`config.mk`:
```
export PLATFORM = sky130hd
export DESIGN_NAME = sas_top
export DESIGN_NICKNAME = d
export VERILOG_FILES = /design/src/verilog/sas_pkg.sv /design/src/verilog/sas_top.sv
export VERILOG_INCLUDE_DIRS = /design/src /design/src/verilog
export SDC_FILE = /design/constraint.sdc
export NUM_CORES = 1
export LEC_CHECK = 0
export ABC_AREA = 1
export BUFFER_PORTS_ARGS = -buffer_cell sky130_fd_sc_hd__buf_4
export CAP_MARGIN = 20
export CORE_MARGIN = 2
export CORE_UTILIZATION = 38
export DETAILED_ROUTE_END_ITERATION = 7
export GPL_ROUTABILITY_DRIVEN = 0
export PLACE_DENSITY = 0.56
export RECOVER_POWER = 100
export REMOVE_ABC_BUFFERS = 1
export SYNTH_ARGS = -nofsm -noshare
export SYNTH_HDL_FRONTEND = slang
export SYNTH_SLANG_ARGS = --single-unit
export TNS_END_PERCENT = 5
```
`constraint.sdc`:
```
create_clock -name clk -period 2.4 [get_ports clk]
set_input_delay 0.48 -clock clk [delete_from_list [all_inputs] [get_ports clk]]
set_output_delay 0.48 -clock clk [all_outputs]
set_load 0.02 [all_outputs]
```
`src/verilog/sas_map.svh`:
```
`ifndef SAS_MAP_SVH
`define SAS_MAP_SVH

`define SAS_ADDR_W 8
`define SAS_OFF_STATUS_CONTROL 8'h3C
`define SAS_OFF_RESULT 8'h40
`define SAS_OFF_CLOCK_SELECT 8'h44
`define SAS_OFF_IRQ_STATUS 8'h48
`define SAS_OFF_IRQ_MASK 8'h4C
`define SAS_OFF_PORT_DATA 8'h50
`define SAS_OFF_PORT_DIR 8'h54

`define SAS_SC_CONV_COMPLETE_FLAG_BIT 7
`define SAS_SC_CONV_IRQ_ENABLE_BIT 6
`define SAS_SC_CONTINUOUS_MODE_BIT_BIT 5
`define SAS_CH_W 5
`define SAS_CH_RESET 5'h1F
`define SAS_CH_POWER_OFF 5'h1F
`define SAS_CH_SUPPLY_REF 5'h1D
`define SAS_CH_GROUND_REF 5'h1E
`define SAS_CH_LAST_PIN 5'h03

`define SAS_PRE_LSB 5
`define SAS_PRE_W 3
`define SAS_PRE_RESET 3'h0

`define SAS_CONV_CYCLES 16
`define SAS_SAMPLE_CYCLES 8
`define SAS_RES_W 8

`define SAS_IRQ_DONE_BIT 0
`define SAS_IRQ_ABORT_BIT 1
`define SAS_IRQ_MASK_RESET 8'h03

`endif

```
`src/verilog/sas_pkg.sv`:
```
package sas_pkg;
	typedef enum logic [2:0] {
		SAS_IDLE = 3'h1,
		SAS_SAMPLE = 3'h2,
		SAS_APPROX = 3'h4
	} sas_state_e;
	typedef logic [7:0] sas_byte_t;
endpackage

```
`src/verilog/sas_top.sv`:
```
// How it works
// - Conversion lasts sixteen converter clock ticks.
// - Start on first tick after control write.
// - Eight-bit result updated at each completion.
// - Continuous bit repeats conversions, overwriting result.
// - Continuous clear: one conversion; reset clears bit.
// - No irq enable: flag set, cleared by read.
// - With irq enable flag never sets, reads zero.
// - Irq request at end; cleared by read/write.
// - Channel code selects pins or references.
// - All-ones channel powers off; reset value.
// - Selected pin forced analog; port writes ignored.
// - Taken pin reads zero or latch by direction.
// - Prescaler divides bus clock by 1..16.
// - Stop aborts conversion; restarts after stop ends.
// - Wait mode runs normally; irq wakes processor.
//
// Design decision made here: the Avalon-MM register port.
`timescale 1ns/1ps
`default_nettype none
`include "sas_map.svh"

module sas_top #(
	parameter int RES_W = `SAS_RES_W,
	parameter int CONV_CYCLES = `SAS_CONV_CYCLES,
	parameter int SAMPLE_CYCLES = `SAS_SAMPLE_CYCLES
) (
	input wire logic clk,
	input wire logic rstn,
	input wire logic ce,
	input wire logic [7:0] avs_address,
	input wire logic avs_read,
	input wire logic avs_write,
	input wire logic [3:0] avs_byteenable,
	input wire logic [31:0] avs_writedata,
	output logic [31:0] avs_readdata,
	output logic avs_waitrequest,
	output logic irq,
	output logic wake_req,
	input wire logic stop_mode,
	input wire logic wait_mode,
	input wire logic comp_in,
	output logic [RES_W-1:0] dac_code,
	output logic sample_en,
	output logic [4:0] selected_analog_input,
	output logic supply_ref_sel,
	output logic ground_ref_sel,
	output logic conv_power_off,
	input wire logic [3:0] port_pin_in,
	output logic [3:0] port_pin_out,
	output logic [3:0] port_pin_oe
);
	localparam int CNT_W = $clog2(CONV_CYCLES);

	// Bus handshake: one wait cycle per access
	logic ack_q;
	logic [31:0] rdata_q;
	wire logic req = avs_read | avs_write;
	wire logic wr_fire = avs_write & ack_q;
	wire logic rd_fire = avs_read & ack_q;
	wire logic lane0 = avs_byteenable[0];
	wire logic [7:0] wbyte = avs_writedata[7:0];

	wire logic hit_sc = avs_address == `SAS_OFF_STATUS_CONTROL;
	wire logic hit_res = avs_address == `SAS_OFF_RESULT;
	wire logic hit_clk = avs_address == `SAS_OFF_CLOCK_SELECT;
	wire logic hit_ist = avs_address == `SAS_OFF_IRQ_STATUS;
	wire logic hit_imk = avs_address == `SAS_OFF_IRQ_MASK;
	wire logic hit_pd = avs_address == `SAS_OFF_PORT_DATA;
	wire logic hit_dir = avs_address == `SAS_OFF_PORT_DIR;

	wire logic sc_wr = wr_fire & hit_sc & lane0;
	wire logic clk_wr = wr_fire & hit_clk & lane0;
	wire logic ist_wr = wr_fire & hit_ist & lane0;
	wire logic imk_wr = wr_fire & hit_imk & lane0;
	wire logic pd_wr = wr_fire & hit_pd & lane0;
	wire logic dir_wr = wr_fire & hit_dir & lane0;
	wire logic res_rd = rd_fire & hit_res;

	// Control registers
	logic conv_complete_flag_q;
	logic conv_irq_enable_q;
	logic continuous_mode_bit_q;
	logic [4:0] ch_q;
	logic [2:0] pre_q;
	sas_pkg::sas_byte_t ist_q;
	sas_pkg::sas_byte_t imk_q;
	logic [3:0] pdat_q;
	logic [3:0] pdir_q;
	logic [RES_W-1:0] res_q;

	// Converter state
	sas_pkg::sas_state_e st_q;
	logic [CNT_W-1:0] cnt_q;
	logic [RES_W-1:0] sar_q;
	logic [RES_W-1:0] trial_q;
	logic pend_q;
	logic [3:0] div_q;

	// Channel decode
	wire logic power_off = ch_q == `SAS_CH_POWER_OFF;
	wire logic pin_sel = ch_q <= `SAS_CH_LAST_PIN;
	wire logic [3:0] sel_mask = pin_sel ? (4'h1 << ch_q[1:0]) : 4'h0;

	// Prescaler decode
	wire logic [3:0] div_last = pre_q[2] ? 4'hF :
		pre_q[1:0] == 2'h0 ? 4'h0 :
		pre_q[1:0] == 2'h1 ? 4'h1 :
		pre_q[1:0] == 2'h2 ? 4'h3 : 4'h7;
	wire logic conv_tick = div_q >= div_last;

	wire logic active = !power_off && !stop_mode;
	wire logic busy = st_q != sas_pkg::SAS_IDLE;
	wire logic last_tick = cnt_q == CNT_W'(CONV_CYCLES - 1);
	wire logic done = busy && conv_tick && last_tick && active && !sc_wr;
	wire logic starting = conv_tick && active && !sc_wr &&
		((pend_q && !busy) || (done && continuous_mode_bit_q));
	wire logic abort = busy && stop_mode;
	wire logic [RES_W-1:0] sar_next = comp_in ? (sar_q | trial_q) : sar_q;
	wire logic [RES_W-1:0] final_res = (st_q == sas_pkg::SAS_APPROX) ? sar_next : sar_q;

	// Port read view of pins
	wire logic [3:0] pin_view;
	assign pin_view = (sel_mask & pdir_q & pdat_q) |
		(~sel_mask & ((pdir_q & pdat_q) | (~pdir_q & port_pin_in)));

	wire logic [7:0] sc_view = {conv_complete_flag_q & ~conv_irq_enable_q, conv_irq_enable_q, continuous_mode_bit_q, ch_q};
	wire logic [31:0] rd_mux =
		hit_sc ? {24'h0, sc_view} :
		hit_res ? 32'(res_q) :
		hit_clk ? {24'h0, pre_q, 5'h0} :
		hit_ist ? {24'h0, ist_q} :
		hit_imk ? {24'h0, imk_q} :
		hit_pd ? {28'h0, pin_view} :
		hit_dir ? {28'h0, pdir_q} : 32'h0;

	assign avs_waitrequest = req & ~ack_q;
	assign avs_readdata = rdata_q;

	always_ff @(posedge clk or negedge rstn) begin
		if (!rstn) begin
			ack_q <= 1'b0;
			rdata_q <= 32'h0;
		end else if (ce) begin
			ack_q <= req & ~ack_q;
			if (avs_read && !ack_q) begin
				rdata_q <= rd_mux;
			end
		end
	end

	// Status and control register, clock select register
	always_ff @(posedge clk or negedge rstn) begin
		if (!rstn) begin
			conv_irq_enable_q <= 1'b0;
			continuous_mode_bit_q <= 1'b0;
			ch_q <= `SAS_CH_RESET;
			pre_q <= `SAS_PRE_RESET;
		end else if (ce) begin
			if (sc_wr) begin
				conv_irq_enable_q <= wbyte[`SAS_SC_CONV_IRQ_ENABLE_BIT];
				continuous_mode_bit_q <= wbyte[`SAS_SC_CONTINUOUS_MODE_BIT_BIT];
				ch_q <= wbyte[4:0];
			end
			if (clk_wr) begin
				pre_q <= wbyte[`SAS_PRE_LSB +: `SAS_PRE_W];
			end
		end
	end

	// Completion flag, set beats clear
	always_ff @(posedge clk or negedge rstn) begin
		if (!rstn) begin
			conv_complete_flag_q <= 1'b0;
		end else if (ce) begin
			if (done && !conv_irq_enable_q) begin
				conv_complete_flag_q <= 1'b1;
			end else if (res_rd || conv_irq_enable_q) begin
				conv_complete_flag_q <= 1'b0;
			end
		end
	end

	// Interrupt status and mask
	wire logic [7:0] ist_set = {6'h0, abort, done & conv_irq_enable_q};
	wire logic [7:0] ist_clr = (ist_wr ? wbyte : 8'h0) |
		{7'h0, res_rd | sc_wr};

	always_ff @(posedge clk or negedge rstn) begin
		if (!rstn) begin
			ist_q <= 8'h0;
			imk_q <= `SAS_IRQ_MASK_RESET;
		end else if (ce) begin
			ist_q <= ist_set | (ist_q & ~ist_clr);
			if (imk_wr) begin
				imk_q <= wbyte;
			end
		end
	end

	assign irq = |(ist_q & imk_q);
	assign wake_req = irq & wait_mode;

	// Port latches; the taken pin ignores writes
	always_ff @(posedge clk or negedge rstn) begin
		if (!rstn) begin
			pdat_q <= 4'h0;
			pdir_q <= 4'h0;
		end else if (ce) begin
			if (pd_wr) begin
				pdat_q <= (pdat_q & sel_mask) | (wbyte[3:0] & ~sel_mask);
			end
			if (dir_wr) begin
				pdir_q <= (pdir_q & sel_mask) | (wbyte[3:0] & ~sel_mask);
			end
		end
	end

	assign port_pin_out = pdat_q;
	assign port_pin_oe = pdir_q & ~sel_mask;

	// Converter clock divider
	always_ff @(posedge clk or negedge rstn) begin
		if (!rstn) begin
			div_q <= 4'h0;
		end else if (ce) begin
			div_q <= conv_tick ? 4'h0 : div_q + 4'h1;
		end
	end

	// Start request: set by control write, kept through stop
	always_ff @(posedge clk or negedge rstn) begin
		if (!rstn) begin
			pend_q <= 1'b0;
		end else if (ce) begin
			if (sc_wr) begin
				pend_q <= 1'b1;
			end else if (abort) begin
				pend_q <= 1'b1;
			end else if (starting || (power_off && !busy)) begin
				pend_q <= 1'b0;
			end
		end
	end

	// Sequencer: sample window then one bit per tick
	always_ff @(posedge clk or negedge rstn) begin
		if (!rstn) begin
			st_q <= sas_pkg::SAS_IDLE;
			cnt_q <= '0;
			sar_q <= '0;
			trial_q <= '0;
		end else if (ce) begin
			if (sc_wr || abort || (busy && power_off)) begin
				st_q <= sas_pkg::SAS_IDLE;
				cnt_q <= '0;
			end else if (starting) begin
				st_q <= sas_pkg::SAS_SAMPLE;
				cnt_q <= '0;
				sar_q <= '0;
				trial_q <= '0;
			end else if (busy && conv_tick) begin
				cnt_q <= cnt_q + CNT_W'(1);
				unique case (st_q)
					sas_pkg::SAS_SAMPLE: begin
						if (cnt_q == CNT_W'(SAMPLE_CYCLES - 1)) begin
							st_q <= sas_pkg::SAS_APPROX;
							trial_q <= {1'b1, {(RES_W-1){1'b0}}};
						end
					end
					sas_pkg::SAS_APPROX: begin
						sar_q <= sar_next;
						trial_q <= trial_q >> 1;
						if (last_tick) begin
							st_q <= sas_pkg::SAS_IDLE;
						end
					end
					default: begin
						st_q <= sas_pkg::SAS_IDLE;
					end
				endcase
			end
		end
	end

	// Result register
	always_ff @(posedge clk or negedge rstn) begin
		if (!rstn) begin
			res_q <= '0;
		end else if (ce && done) begin
			res_q <= final_res;
		end
	end

	assign dac_code = sar_q | trial_q;
	assign sample_en = st_q == sas_pkg::SAS_SAMPLE;
	assign selected_analog_input = ch_q;
	assign supply_ref_sel = ch_q == `SAS_CH_SUPPLY_REF;
	assign ground_ref_sel = ch_q == `SAS_CH_GROUND_REF;
	assign conv_power_off = power_off | stop_mode;
endmodule
`default_nettype wire

```
==> Word level (Yosys, flattened, before mapping) <==
Cells that the tools add are included.
{ "classes": {"add_sub_neg": 2, "n_mul": 0, "div_mod_pow": 0, "n_lt_le_gt_ge": 2, "n_eq_ne": 20, "n_shift": 1, "mux": 36, "n_bitwise": 45, "n_reduce_logical": 46} }
{ "op_table": {"columns": ["op", "n"], "rows": [
  ["8-bit two-way mux", 13],
  ["8-bit by 7-bit == test with 1-bit output (second input constant)", 6],
  ["4-bit bitwise AND", 8],
  ["4-bit two-way mux", 8],
  ["3-bit two-way mux", 8],
  ["1-bit bitwise AND", 19],
  ["2-bit AND reduction", 9],
  ["8-bit bitwise AND", 2],
  ["1-bit logical AND", 16],
  ["4-bit bitwise OR", 4],
  ["8-bit case mux with 2 select lines", 1],
  ["5-bit == test (second input constant)", 3],
  ["3-bit nonzero test", 3],
  ["4-bit by 1-bit adder with 4-bit output (second input constant)", 2],
  ["8-bit by 6-bit == test with 1-bit output (second input constant)", 1],
  ["4-bit inverter", 2],
  ["8-bit inverter", 1],
  ["2-bit by 8-bit bitwise OR with 8-bit output", 1],
  ["8-bit by 1-bit bitwise OR with 8-bit output", 1],
  ["8-bit bitwise OR", 1],
  ["8-bit OR reduction", 1],
  ["1-bit logical NOT", 6],
  ["3-bit by 1-bit inequality test with 1-bit output (second input constant)", 2],
  ["3-bit case mux with 2 select lines", 1],
  ["20 further kinds", 33]
]} }
{ "word_totals": {"reg_bits": 104, "latch_bits": 0, "ramBits": 0, "mem_bits_ro": 0, "in_bits": 56, "word_cells": 170, "mem_count": 0} }

==> Logic depth before layout (Yosys ltp) <==
{ "logic_depth": {"word_depth": 17, "mapped_depth": 19, "ltp_nobuf": 18} }

==> Least setup slack after synthesis <==
Ideal clock, no wire load.
{ "synth_path": {"path_kind": "register -> register", "startpoint": "register pre_q[2]", "endpoint": "register sar_q[7]", "setup_time_ns": 0.074, "t_arrival_ns": 1.951, "slack_ns": 0.375, "stages_incl_launch_ff": 17, "path_buffers": 1, "period_less_slack_ns": 2.025, "path_cell_list": "dfrtp_1 -> nor2_1 -> nand2_1 -> ha_1 -> nand4_1 -> nand3_2 -> nand2_2 -> inv_1 -> nand3_2 -> nand2_2 -> nand2_4 -> nand2_4 -> nand2_2 -> inv_4 -> buf_8 -> nand3_2 -> o21ai_2"} }
{ "synth_between": {"elab_chain_len": 11, "elab_cells_between_ends": 14} }
{ "synth_rtl": {"columns": ["element", "line_no", "text"], "rows": [
  ["start, declared", "sas_top.sv:85", "logic [2:0] pre_q;"],
  ["start signal, assigned", "sas_top.sv:158", "pre_q <= `SAS_PRE_RESET;"],
  ["start signal, assigned", "sas_top.sv:166", "pre_q <= wbyte[`SAS_PRE_LSB +: `SAS_PRE_W];"],
  ["4-bit two-way mux *", "sas_top.sv:106", "wire logic [3:0] div_last = pre_q[2] ? 4'hF :"],
  ["4-bit >= comparator *", "sas_top.sv:110", "wire logic conv_tick = div_q >= div_last;"],
  ["1-bit logical AND", "sas_top.sv:115, sas_top.sv:262", null],
  ["1-bit logical AND (3 in a row)", "sas_top.sv:115", "wire logic done = busy && conv_tick && last_tick && active && !sc_wr;"],
  ["1-bit logical AND", "sas_top.sv:117", "((pend_q && !busy) || (done && continuous_mode_bit_q));"],
  ["1-bit logical OR", "sas_top.sv:117", null],
  ["1-bit logical AND", "sas_top.sv:116", "wire logic starting = conv_tick && active && !sc_wr &&"],
  ["2-bit nonzero test (no line)", null, null],
  ["3-bit AND reduction (no line)", null, null],
  ["end signal, assigned", "sas_top.sv:272", "sar_q <= sar_next;"],
  ["end, declared", "sas_top.sv:95", "logic [RES_W-1:0] sar_q;"]
]} }
Mark *: on every way between the ends. The rest lies on a longest branch, timed or not.
A chain may end at the register's enable or synchronous reset.

==> Final worst setup path <==
{ "layout_path": {"startpoint": "register ch_q[2] (netlist: selected_analog_input[2])", "endpoint": "output ground_ref_sel"} }
{ "layout_between": {"elab_chain_len": 1} }
{ "layout_rtl": {"columns": ["element", "line_no", "text"], "rows": [
  ["start, declared", "sas_top.sv:84", "logic [4:0] ch_q;"],
  ["start signal, assigned", "sas_top.sv:157", "ch_q <= `SAS_CH_RESET;"],
  ["start signal, assigned", "sas_top.sv:163", "ch_q <= wbyte[4:0];"],
  ["5-bit == test (no line)", null, null],
  ["end, declared", "sas_top.sv:47", "output logic ground_ref_sel,"]
]} }
Every way passes these cells.

==> reports/results.ini <==
[pwr]
internal_power_mw = 2.62
leakage_nw = 2.80
pwr-share-comb_pct = 27.3
max-vdd-ir-drop_mv = 0.528
pwr-share-seq_pct = 38.6
netSwitchingPower_mw = 1.39
power.total_mw = 4.01
sw_frac_of_total_pct = 34.7
power_frac_clock_pct = 34.1
powerDensity_nw_per_um2 = 750

[logic_synthesis]
yosysSeqAreaShare_pct = 44.0
synth_flop_cell = dfrtp_1
async_flop_share_pct = 100
netlist-cell-type-count = 42
synth_edf_count = 0
synth_seq_cells = 80
syn_area_per_cell_um2 = 7.53
syn_inst = 607
syn_area_um2 = 4570
yosys_warnings = 0

[cells_and_area]
nFillCells = 1249
multi_input_area_um2 = 2040
final_cell_mix = nand2_1 (181), inv_1 (91), dfrtp_1 (71), o21ai_0 (51), nand3_1 (43)
final_common_cell = nand2_1
fin_area_um2 = 5340
fin_nets = 746
syn_to_final_growth_pct = 16.9
diodes = 0
layout-drive-gt1-share_pct = 14.4
ff_latch_area_um2 = 2010

[global_routing]
antenna_found_initial = 0
use_met2_pct = 30.1
grt_pass1_wl_um = 19100
met3_usage_pct = 4.84
grt.overflow.total = 0
grt_max_degree = 45
grt_use_met1_pct = 24.8
grt-busiest-layer = met2
grt_pass1_vias = 3878
track_usage_pct = 18.8

[timing]
setup_ws_ns = 0.117
relSlewSlack_pct = 24.1
fmax_mhz = 438
min_period_ns = 2.28
setup_viol = 0
fin_crit_sh_pct = 95.1
worst_slew_pin_slew_ns = 1.14
fin_worst_skew_ns = 0.00467
hold_viol_final = 0
slew_violations = 0

[clock_tree]
numCtsBuffers = 9
hold_buffers = 0
htree_levels = 3
clk_transition_reported_paths_ns = 0.06
cts_sinks = 80
cts_tree = done
clk_latency_ns = 0.35
cts_buffer_depth = 2
cts-root-buf = clkbuf_16

[drt]
drc = 0
drt_first_iter_violations = 243
vias = 4013
final_antenna_net_count = 0
post_drt_wl_per_cell_um = 13.9
routed_via_density = 4.80
drt-total-wl_um = 11600
dr.pass1.iters = 4

[worst_setup_path]
r2r-start = pre_q[2]$_DFFE_PN0P_
cp.required_ns = 1.92
arrival_ns = 1.80
critPathLaunchType = flip-flop
cp_max_fo = 5
end_kind = output port
crit_start = selected_analog_input[2]$_DFFE_PN1P_
path_class = reg -> out

[die]
fp.dieW_um = 114
rows = 40
ios = 116
dieArea_um2 = 12900
coreArea_um2 = 11900
die_height_um = 114
initial_utilization_pct = 38.5

[worst_hold_path]
holdCritStartpoint = avs_writedata[6]
hp-class = in -> reg

[outcome]
status = complete, no violations

[placement]
place_ws_ns = 0.0341
portBuffers = 64
dpl_cell_area_um2 = 5170
hpwl_um = 8590

[flow_run]
drv_cap = 0

-- power groups by stage --
stage | combinational (mW) | sequential, mW | clock [mW]
after floorplan | 0.746 | 1.56 | 0
after global placement | 1.12 | 1.57 | 0
after detailed placement | 1.14 | 1.57 | 0
after CTS | 1.16 | 1.55 | 1.40
after global routing | 1.22 | 1.56 | 1.45
final | 1.09 | 1.55 | 1.37
-- path summary, 6_finish.rpt --
kind	endpoint	slack (ns)	cells after the start
setup / recovery	ground_ref_sel	0.12	5
hold / removal	ist_q[6]$_DFFE_PN0P_	0.31	2
setup reg to reg	st_q[2]$_DFFE_PN0P_	0.17	14
hold reg to reg	avs_readdata[6]$_DFFE_PN0P_	0.48	2
max in group asynchronous	sar_q[0]$_DFFE_PN0P_	0.50	2
min in group asynchronous	imk_q[7]$_DFFE_PN0P_	0.35	1
-- final cells by class --
cell class              count  share of cell area [%]
flip-flops and latches     80                    37.7
well taps                 147                    3.44
clock buffers              10                    4.28
clock inverters             6                    1.12
inverters                  94                    6.84
repair buffers             77                    8.50
multi-input cells         422                    38.1
-- critical path: stages (launching register included) --
cell      delay (ns)
dfstp_2         0.59
nand2_1         0.07
nor2_1          0.33
inv_1           0.12
nor3_1          0.15
clkbuf_2        0.19
-- logic make-up (layout without fill, tap and decap cells) --
family / Yosys count / count (layout) / synth area share, %
compound gates: 97 / 97 / 12.4
xor+xnor: 3 / 3 / 0.575
fa+ha+maj: 6 / 6 / 1.64
buf+inv: 128 / 187 / 13.1
flops: 80 / 80 / 44.0
mux: 4 / 4 / 0.876
other cells: 1 / 24 / 0.0820
simple gates: 288 / 288 / 27.3
-- per-layer routing --
layer,routed length [um],part of all wire [%]
met1,5340,46
met2,5390,46
met3,636,5.5
met4,203,1.7
met5,44,0.38
-- per-stage QoR --
stage          cells  hold slack, ns  TNS [ns]  util (%)
4_1_cts          834           0.160         0      46.1
3_3_place_gp     818           0.460         0      43.6
3_5_place_dp     818           0.466         0      43.6
5_1_grt          836           0.309   -0.0766      45.1
2_1_floorplan    596           0.184         0         -
6_report         836           0.312         0      45.1
-- timing repair --
action | in CTS | in global routing
gates cloned | 0 | 0
setup endpoints to repair | 1 | 23
buffers inserted | 0 | 2
gates resized for setup | 1 | 8
endpoints found under the hold margin | 0 | 0
pin swaps | 0 | 3
-- synthesized netlist by cell type, drive strengths merged, types with 5 or more instances --
cell type  instances  share of area (%)
a21oi             22                2.5
nand3             47                5.8
nor3               5               0.55
nand4              5               0.68
buf               30                5.0
dfrtp             72                 39
ha                 6                1.6
o21ai             60                7.4
inv               93                7.7
dfstp              8                4.6
nor2              40                3.7
nand2            189                 16
-- flip-flops by register name, summed over array words and instances, names as in the netlist, 3 cells and up, named ones only --
register               flops
pre_q                      3
imk_q                      8
selected_analog_input      5
ist_q                      8
st_q                       3
sar_q                      8
cnt_q                      4
res_q                      8
div_q                      4
trial_q                    8
avs_readdata               8
No activity file was read; power rests on OpenSTA's default activity.
